==> config.mk <==
export PLATFORM = sky130hd
export DESIGN_NAME = sram_ctl
export DESIGN_NICKNAME = d
export VERILOG_FILES = /design/src/verilog/sram_ctl_pkg.sv /design/src/verilog/power_wait.sv /design/src/verilog/sram_ctl.sv
export SDC_FILE = /design/constraint.sdc
export NUM_CORES = 1
export LEC_CHECK = 0
export BUFFER_PORTS_ARGS = -buffer_cell sky130_fd_sc_hd__clkbuf_2
export CORE_ASPECT_RATIO = 0.8
export CORE_UTILIZATION = 43
export DETAILED_ROUTE_END_ITERATION = 8
export PLACE_DENSITY = 0.61
export SYNTH_ARGS = -nofsm -noshare
export SYNTH_HDL_FRONTEND = slang
export SYNTH_SLANG_ARGS = --single-unit
==> constraint.sdc <==
create_clock -name I_CLK -period 4.9 [get_ports I_CLK]
set_input_delay 0.735 -clock I_CLK [delete_from_list [all_inputs] [get_ports I_CLK]]
set_output_delay 0.735 -clock I_CLK [all_outputs]
set_load 0.02 [all_outputs]
==> src/verilog/sram_ctl_pkg.sv <==
/*
  Package for the asynchronous static memory controller: widths, timing
  figures and derived cycle counts at a 250 MHz clock, command and pin
  bundles.
  Assumes a 4 ns clock period; every count rounds a least time upward.
*/
package sram_ctl_pkg;

  localparam int ADDR_W = 17;
  localparam int DATA_W = 8;

  localparam int CLK_PS = 4000;

  // Figures in their own unit
  localparam int T_POWER_US = 100;
  localparam int T_RC_NS    = 10;
  localparam int T_AA_NS    = 10;
  localparam int T_DOE_NS   = 5;
  localparam int T_HZOE_NS  = 5;
  localparam int T_WC_NS    = 10;
  localparam int T_AW_NS    = 7;
  localparam int T_PWE_NS   = 7;
  localparam int T_SD_NS    = 6;
  localparam int T_HZWE_NS  = 5;

  function automatic int cyc_up(input int t_ps);
    int c;
    c = (t_ps + CLK_PS - 1) / CLK_PS;
    return (c < 1) ? 1 : c;
  endfunction

  // Derived cycle counts
  localparam int POWER_CYC = cyc_up(T_POWER_US * 1000000);
  localparam int READ_CYC  = cyc_up(T_AA_NS * 1000) + 1;
  localparam int TURN_CYC  = cyc_up(T_HZOE_NS * 1000);
  localparam int WLOW_CYC  = cyc_up((T_HZWE_NS + T_SD_NS) * 1000);
  localparam int WMIN_CYC  = cyc_up(T_PWE_NS * 1000);
  localparam int WCYC_CYC  = cyc_up(T_WC_NS * 1000);

  localparam int CNT_W = 16;

  localparam logic [ADDR_W-1:0] ADDR_RST = 17'h0_0000;
  localparam logic [DATA_W-1:0] DATA_RST = 8'h00;

  typedef struct packed {
    logic              wr;
    logic [ADDR_W-1:0] addr;
    logic [DATA_W-1:0] wdata;
  } req_type;

  typedef struct packed {
    logic              n_ce;
    logic              n_oe;
    logic              n_we;
    logic [ADDR_W-1:0] addr;
    logic [DATA_W-1:0] dout;
    logic              doe;
  } pins_type;

endpackage

==> src/verilog/power_wait.sv <==
/*
  Power-up wait: holds ready low for a programmable number of cycles
  after reset release.
  Assumes reset is released once the supply stands at its typical level.
*/
`timescale 1ns/10ps
module power_wait
  import sram_ctl_pkg::*;
#(
  parameter int WAIT_CYC = POWER_CYC
)
(
  input  wire logic I_CLK,
  input  wire logic I_NRST,
  output logic      o_ready
);

  logic [CNT_W-1:0] cnt_ff;
  logic [CNT_W-1:0] nxt_cnt;
  logic             rdy_ff;
  logic             nxt_rdy;

  always_comb
  begin
    nxt_cnt = cnt_ff;
    nxt_rdy = rdy_ff;
    if (!rdy_ff)
    begin
      if (cnt_ff >= CNT_W'(WAIT_CYC - 1))
        nxt_rdy = 1'b1;
      else
        nxt_cnt = cnt_ff + 1'b1;
    end
  end

  always_ff @(posedge I_CLK or negedge I_NRST)
  begin
    if (!I_NRST)
    begin
      cnt_ff <= '0;
      rdy_ff <= 1'b0;
    end
    else
    begin
      cnt_ff <= nxt_cnt;
      rdy_ff <= nxt_rdy;
    end
  end

  assign o_ready = rdy_ff;

endmodule

==> src/verilog/sram_ctl.sv <==
/*
  Controller for a 128 K x 8 asynchronous static memory: takes single
  byte read and write requests and drives chip select, output enable,
  write strobe, address and the shared data lines.
  Assumes the memory is wired straight to the pins; data lines are
  resolved outside from the output enable.
*/
`timescale 1ns/10ps
////////////////////////////////////////////////////////////////////////////
// What this block does
// - Write data is held at least 6 ns before and 0 ns after the edge that ends the write.
// - Address is stable from write start, at least 7 ns before write end, until the write ends.
// - The first access waits at least 100 us after the supply is up.
// - The controller never drives the data lines while the memory may be driving them.
// - A strobe-controlled write with output enable low lasts at least turn-off plus set-up time.
// - Address is valid no later than the fall of chip select for a read.
module sram_ctl
  import sram_ctl_pkg::*;
#(
  parameter int WAIT_CYC = POWER_CYC
)
(
  input  wire logic              I_CLK,
  input  wire logic              I_NRST,
  input  wire logic              I_REQ_VALID,
  input  wire logic              I_REQ_WR,
  input  wire logic [ADDR_W-1:0] I_REQ_ADDR,
  input  wire logic [DATA_W-1:0] I_REQ_WDATA,
  output logic                   O_REQ_READY,
  output logic                   O_RD_VALID,
  output logic      [DATA_W-1:0] O_RD_DATA,
  output logic                   O_CE_N,
  output logic                   O_OE_N,
  output logic                   O_WE_N,
  output logic      [ADDR_W-1:0] O_ADDRESS_LINES,
  input  wire logic [DATA_W-1:0] I_DATA_LINES,
  output logic      [DATA_W-1:0] O_DATA_LINES,
  output logic                   O_DATA_LINES_OE
);

  typedef enum logic [4:0] {
    ST_IDLE  = 5'b00001,
    ST_READ  = 5'b00010,
    ST_WSET  = 5'b00100,
    ST_WLOW  = 5'b01000,
    ST_WEND  = 5'b10000
  } state_type;

  ////////////////////////////////////////////////////////////////////////
  // Power-up wait

  logic pwr_ready;

  power_wait #(
    .WAIT_CYC (WAIT_CYC)
  ) u_power_wait (
    .I_CLK   (I_CLK),
    .I_NRST  (I_NRST),
    .o_ready (pwr_ready)
  );

  ////////////////////////////////////////////////////////////////////////
  // Read data synchroniser

  logic [DATA_W-1:0] din_s1_ff;
  logic [DATA_W-1:0] din_s2_ff;

  always_ff @(posedge I_CLK or negedge I_NRST)
  begin
    if (!I_NRST)
    begin
      din_s1_ff <= DATA_RST;
      din_s2_ff <= DATA_RST;
    end
    else
    begin
      din_s1_ff <= I_DATA_LINES;
      din_s2_ff <= din_s1_ff;
    end
  end

  ////////////////////////////////////////////////////////////////////////
  // Access sequencer

  state_type        state_ff;
  state_type        nxt_state;
  logic [CNT_W-1:0] cnt_ff;
  logic [CNT_W-1:0] nxt_cnt;
  pins_type         pins_ff;
  pins_type         nxt_pins;
  logic             rdv_ff;
  logic             nxt_rdv;
  logic [DATA_W-1:0] rdata_ff;
  logic [DATA_W-1:0] nxt_rdata;

  localparam pins_type PINS_RST = '{n_ce: 1'b1, n_oe: 1'b1, n_we: 1'b1,
                                    addr: ADDR_RST, dout: DATA_RST, doe: 1'b0};

  // Read window covers access time plus two synchroniser stages
  localparam int RD_WAIT = READ_CYC + 2;
  localparam int WL_WAIT = (WLOW_CYC > WMIN_CYC) ? WLOW_CYC : WMIN_CYC;

  always_comb
  begin
    nxt_state = state_ff;
    nxt_cnt   = cnt_ff;
    nxt_pins  = pins_ff;
    nxt_rdv   = 1'b0;
    nxt_rdata = rdata_ff;
    unique case (state_ff)
      ST_IDLE:
      begin
        nxt_pins.n_ce = 1'b1;
        nxt_pins.n_oe = 1'b1;
        nxt_pins.n_we = 1'b1;
        nxt_pins.doe  = 1'b0;
        if (I_REQ_VALID && pwr_ready)
        begin
          nxt_pins.addr = I_REQ_ADDR;
          nxt_pins.n_ce = 1'b0;
          nxt_cnt       = '0;
          if (I_REQ_WR)
          begin
            nxt_pins.dout = I_REQ_WDATA;
            nxt_state     = ST_WSET;
          end
          else
          begin
            nxt_pins.n_oe = 1'b0;
            nxt_state     = ST_READ;
          end
        end
      end
      ST_READ:
      begin
        nxt_cnt = cnt_ff + 1'b1;
        if (cnt_ff >= CNT_W'(RD_WAIT - 1))
        begin
          nxt_rdata     = din_s2_ff;
          nxt_rdv       = 1'b1;
          nxt_pins.n_ce = 1'b1;
          nxt_pins.n_oe = 1'b1;
          nxt_cnt       = '0;
          nxt_state     = ST_WEND;
        end
      end
      ST_WSET:
      begin
        // Output enable stays high, memory floats before controller drives
        nxt_pins.n_we = 1'b0;
        nxt_cnt       = '0;
        nxt_state     = ST_WLOW;
      end
      ST_WLOW:
      begin
        nxt_pins.doe = 1'b1;
        nxt_cnt      = cnt_ff + 1'b1;
        if (cnt_ff >= CNT_W'(WL_WAIT - 1))
        begin
          nxt_pins.n_we = 1'b1;
          nxt_cnt       = '0;
          nxt_state     = ST_WEND;
        end
      end
      ST_WEND:
      begin
        // Hold data and address one cycle past strobe rise, then release
        nxt_pins.n_ce = 1'b1;
        nxt_pins.doe  = 1'b0;
        nxt_cnt       = cnt_ff + 1'b1;
        if (cnt_ff >= CNT_W'(TURN_CYC - 1))
        begin
          nxt_cnt   = '0;
          nxt_state = ST_IDLE;
        end
      end
      default:
      begin
        nxt_pins  = PINS_RST;
        nxt_state = ST_IDLE;
      end
    endcase
  end

  always_ff @(posedge I_CLK or negedge I_NRST)
  begin
    if (!I_NRST)
    begin
      state_ff <= ST_IDLE;
      cnt_ff   <= '0;
      pins_ff  <= PINS_RST;
      rdv_ff   <= 1'b0;
      rdata_ff <= DATA_RST;
    end
    else
    begin
      state_ff <= nxt_state;
      cnt_ff   <= nxt_cnt;
      pins_ff  <= nxt_pins;
      rdv_ff   <= nxt_rdv;
      rdata_ff <= nxt_rdata;
    end
  end

  ////////////////////////////////////////////////////////////////////////
  // Outputs

  assign O_REQ_READY     = (state_ff == ST_IDLE) && pwr_ready;
  assign O_RD_VALID      = rdv_ff;
  assign O_RD_DATA       = rdata_ff;
  assign O_CE_N          = pins_ff.n_ce;
  assign O_OE_N          = pins_ff.n_oe;
  assign O_WE_N          = pins_ff.n_we;
  assign O_ADDRESS_LINES = pins_ff.addr;
  assign O_DATA_LINES    = pins_ff.dout;
  assign O_DATA_LINES_OE = pins_ff.doe;

endmodule

# Word level (Yosys, flattened, before mapping)
# Index checks and enable logic that the tools add are counted.
dict set report op_classes {
  eq_ne 10
  n_bitwise 6
  magnitude_cmp 4
  n_reduce_logical 17
  n_mux 26
  addsub 2
}
# op count
set ops {}
lappend ops {{case mux 16 bit (5 select lines)} 1}
lappend ops {{two-way mux 16 bit} 4}
lappend ops {{case mux 25 bit (2 select lines)} 1}
lappend ops {{adder 16 x 1 -> 16 bit (second input constant)} 2}
lappend ops {{two-way mux 25 bit} 1}
lappend ops {{case mux 5 bit (5 select lines)} 1}
lappend ops {{two-way mux 5 bit} 4}
lappend ops {{greater-or-equal comparator 16 x 1 -> 1 bit (second input constant)} 1}
lappend ops {{greater-or-equal comparator 16 x 15 -> 1 bit (second input constant)} 1}
lappend ops {{greater-or-equal comparator 16 x 2 -> 1 bit (second input constant)} 1}
lappend ops {{greater-or-equal comparator 16 x 3 -> 1 bit (second input constant)} 1}
lappend ops {{AND reduction 2 bit} 7}
lappend ops {{!= test 2 bit (second input constant)} 5}
lappend ops {{case mux 1 bit (3 select lines)} 3}
lappend ops {{two-way mux 8 bit} 1}
lappend ops {{two-way mux 1 bit} 6}
lappend ops {{NOT 1 bit} 6}
lappend ops {{OR reduction 2 bit} 3}
lappend ops {{equality test 5 x 1 -> 1 bit (second input constant)} 1}
lappend ops {{equality test 5 x 2 -> 1 bit (second input constant)} 1}
lappend ops {{equality test 5 x 3 -> 1 bit (second input constant)} 1}
lappend ops {{equality test 5 x 4 -> 1 bit (second input constant)} 1}
lappend ops {{equality test 5 bit (second input constant)} 1}
lappend ops {{nonzero test 5 bit} 1}
lappend ops {{8 further kinds} 10}
dict set report word_totals {
  output_inout_bits 39
  register_bits 92
  inputBits 37
  wordCells 79
}

# Longest topological paths before layout
dict set report depth {
  word_depth 4
  depth_mapped 8
  depth_no_buf 7
}

# By module
# From an unflattened synthesis, not the netlist that was laid out.
dict set report unflattened {
  cells_unflattened 323
  hier_area_um2 3861.2
}
# mod instances cells_each area_each_um2 seq_area_each_um2
set modules_own_cells {}
lappend modules_own_cells {sram_ctl 1 258 3081.7 1881.8}
lappend modules_own_cells {power_wait 1 65 779.5 425.4}

# Worst setup path before layout
# OpenSTA, ideal clock, no wires.
dict set report synth_timing {
  kind {flip-flop to output port}
  from {reg state_ff[0]}
  to {out O_REQ_READY}
  setup_slack_ps 3012
  path_buffers 1
  arrival_time_ps 1153
  path_stages_with_launch 4
  required_ps 4165
  path_cell_list {dfstp_2 > buf_4 > nor3b_2 > and3_1}
}
dict set report synth_between {
  elab_chain_cells 2
}
# element line
set synth_rtl {}
lappend synth_rtl {{start: declaration} sram_ctl.sv:85} ;# state_type state_ff;
lappend synth_rtl {{start signal: assignment} sram_ctl.sv:197} ;# state_ff <= nxt_state;
lappend synth_rtl {{equality test 5 x 1 -> 1 bit} sram_ctl.sv:208} ;# assign O_REQ_READY = (state_ff == ST_IDLE) && pwr_ready;
lappend synth_rtl {{logical AND 1 bit} sram_ctl.sv:208}
lappend synth_rtl {{end: declaration} sram_ctl.sv:29} ;# output logic O_REQ_READY,
# Every way passes these cells.

# Worst setup path in the final report
# Same ends and word-level chain as after synthesis.

==> results.tsv <==
stage	metric	value	unit
synthesis	Async SR Flop Fraction	1.000	
synthesis	Area contributors post-synth	dfrtp_1 (55%), o21ai_0 (4.4%), a22o_1 (2.8%)	
synthesis	Post-synth EDFFs	0	
synthesis	Syn Inst Count	342	
final_layout	antenna cells	0	
timing	post-route setup slack	2498	ps
clock_network	postcts setup bufs	0	
power_and_ir_drop	maximum VDD drop	248.7	uV
synthesis	Avg Inst Size Synth	11.77	um^2
final_layout	Final Net Count	456	
grt	initial antenna violation count	0	
critical_path	CP endpoint kind	output pin	
floorplanning	core area	9076	um^2
detailed_routing	Post-Route WL	7793	um
grt	number of global-route vias before repair	2647	
critical_path	crit path DAT	1670	ps
detailed_routing	post-DR wirelength/cell	14.62	um
clock_network	root buffer cell	clkbuf_16	
synthesis	Most used DFF post-synth	dfrtp_1	
power_and_ir_drop	pwr dens	305.1	nW/um^2
synthesis	syn_nets	384	
timing	Setup violations, final	0	
power_and_ir_drop	leakage	2.331	nW
synthesis	Seq cells post-synth	92	
grt	Tot GR Track Use	0.1773	
floorplanning	die width	110.2	um
clock_network	clk_lat worst skew	350	ps
run	maxcap violations	0	
detailed_routing	drt drc	0	
hold_path	Hold Path Class	reg -> reg	
grt	gr ovfl total	0	
floorplanning	DIE AREA	9751	um^2
timing	Worst-Margin Slew	916.6	ps
timing	Final Max Slew Viols	0	
clock_network	Clock transition at path regs	60	ps
grt	pin count of the biggest net entering global routing	57	
timing	clock skew	8.230	ps
grt	global-route wire length before repair	12950	um
timing	worst relative slew slack	0.3889	
timing	FMAX	0.4163	GHz
detailed_routing	antenna violation net count after detailed routing	0	
detailed_routing	drt first pass iters	4	
placed_design	Cells after DPL	518	
floorplanning	num ports	76	
placed_design	routability cong.	0.7391	
run_status	outcome	complete, no violations	
power_and_ir_drop	Overall Power	1.443	mW
synthesis	Yosys cell types	57	
clock_network	post-CTS resize count	0	
timing	final setup TNS	0	ps
synthesis	YS warnings	0	
critical_path	CP Data Required Time	4160	ps
placed_design	PortBufs	75	
timing	final worst path period share	0.4903	
clock_network	clk buf depth	2	
detailed_routing	DR iter-0 viols	121	
synthesis	Seq/Total Area, Yosys	0.5734	
synthesis	top cell type's share of synthesized area	0.5473	
critical_path	Critical Path Start Type	flip-flop	
timing	RSZ-0062 raised after global routing	no	
clock_network	Num CTS Buffers	9	
synthesis	Synth area leader	dfrtp_1	
clock_network	# H-tree levels	3	
critical_path	Critical Path Fanout Max	10	
clock_network	Clock Sinks	92	
final_layout	share of cells above drive strength 1	0.3206	
placed_design	post-DP HPWL	5313	um
floorplanning	Row Count	31	
detailed_routing	Vias/cell	5.238	
timing	final hold violations	0	
final_layout	most common cell after layout, fill and taps aside	dfrtp_1	
timing	Tmin final	2402	ps
timing	final hold slack	347.9	ps
floorplanning	Die Span Y	88.52	um
floorplanning	Initial Utilization	0.4433	
critical_path	critical path class	reg -> out	
placed_design	pre-CTS setup slack	2533	ps
final_layout	final instance count without filler cells	533	
clock_network	# hold bufs at CTS	0	
final_layout	filler instances	819	
final_layout	Area growth syn-to-layout	17.57	%
detailed_routing	via total after detailed routing	2792	
synthesis	Synth Cell Area	4024	um^2
clock_network	CTS tree	built	
final_layout	most frequent cells in the layout	dfrtp_1 (88), clkbuf_2 (74), o21ai_0 (35)	
## flip-flops by register name, indices dropped and copies added, names as in the netlist
signal and flops:
din_s2_ff 8, u_power_wait.o_ready 1, O_CE_N 1, din_s1_ff 8
O_OE_N 1, O_DATA_LINES_OE 1, state_ff 5, O_ADDRESS_LINES 17
O_RD_VALID 1, O_RD_DATA 8, O_DATA_LINES 8, cnt_ff 16
u_power_wait.cnt_ff 16, O_WE_N 1
## synthesized netlist by cell type (3+ instances only)
cell type,count
dfrtp_1,88
and2_1,3
a22o_1,13
clkbuf_1,5
nor3_4,7
nor2_1,24
buf_2,5
ha_1,5
a21oi_1,12
and3_2,4
inv_1,5
xor2_1,9
o21ai_0,35
nand2_1,29
xnor2_1,7
and3_1,7
a41oi_1,4
a31oi_1,6
nand3_1,11
mux2_2,9
buf_6,4
dfstp_2,4
## path summary, 6_finish.rpt
check	depth (start not counted)	slack, ps	from	endpoint
min in group asynchronous	1	360	I_NRST	cnt_ff[15]
max	3	2500	state_ff[0]	O_REQ_READY
max in group asynchronous	2	3480	I_NRST	state_ff[2]
max reg2reg	5	2580	state_ff[1]	O_DATA_LINES[0]
min reg2reg	0	350	din_s1_ff[6]	din_s2_ff[6]
min	0	350	din_s1_ff[6]	din_s2_ff[6]
## per-stage QoR
stage / util / area (um^2)
after floorplan: - / 4024
final: 0.5212 / 4731
after global routing: 0.5212 / 4731
after global placement: 0.4910 / 4457
after CTS: 0.5212 / 4731
after detailed placement: 0.4910 / 4457
## report_power, final
group          switching, mW  internal, mW  total [mW]  leakage [nW]
Combinational         0.0197        0.0119      0.0316         0.980
Clock                  0.297         0.347       0.644         0.130
Sequential           0.00144         0.766       0.767          1.22
## per-layer routing
metal  GRT usage  up-vias  wire [um]
li1            -     1372          -
met5           0        -          0
met2      0.2415       70       3214
met4     0.07895        0        153
met1      0.2582     1341       4052
met3     0.05523        9        374
## critical path: stages, from the launching register on
cell and delay, ps:
dfstp_2 670, nor3b_2 290, and3_1 200, clkbuf_2 160
## cell type report
cell class / count / area, um^2 / share of cell area
Sequential cell: 92 / 2307 / 0.4877
Multi-Input combinational cell: 229 / 1590 / 0.3362
Timing Repair Buffer: 76 / 385.4 / 0.08146
Clock buffer: 9 / 225.2 / 0.04761
Tap cell: 115 / 143.9 / 0.03042
Clock inverter: 6 / 48.80 / 0.01031
Inverter: 6 / 30.03 / 0.006348
## kinds of logic (layout without fill, tap and decap cells)
logic type	after synthesis	in the layout	synth area share
AO/OA/AOI/OAI	82	82	0.1374
XOR/XNOR	17	17	0.03887
adder cells (fa/ha/maj)	5	5	0.01555
buffers and inverters	21	97	0.03141
flip-flops	92	92	0.5734
multiplexers	9	9	0.02519
AND/OR/NAND/NOR	116	116	0.1782
Power figures use the tool's default switching activity.
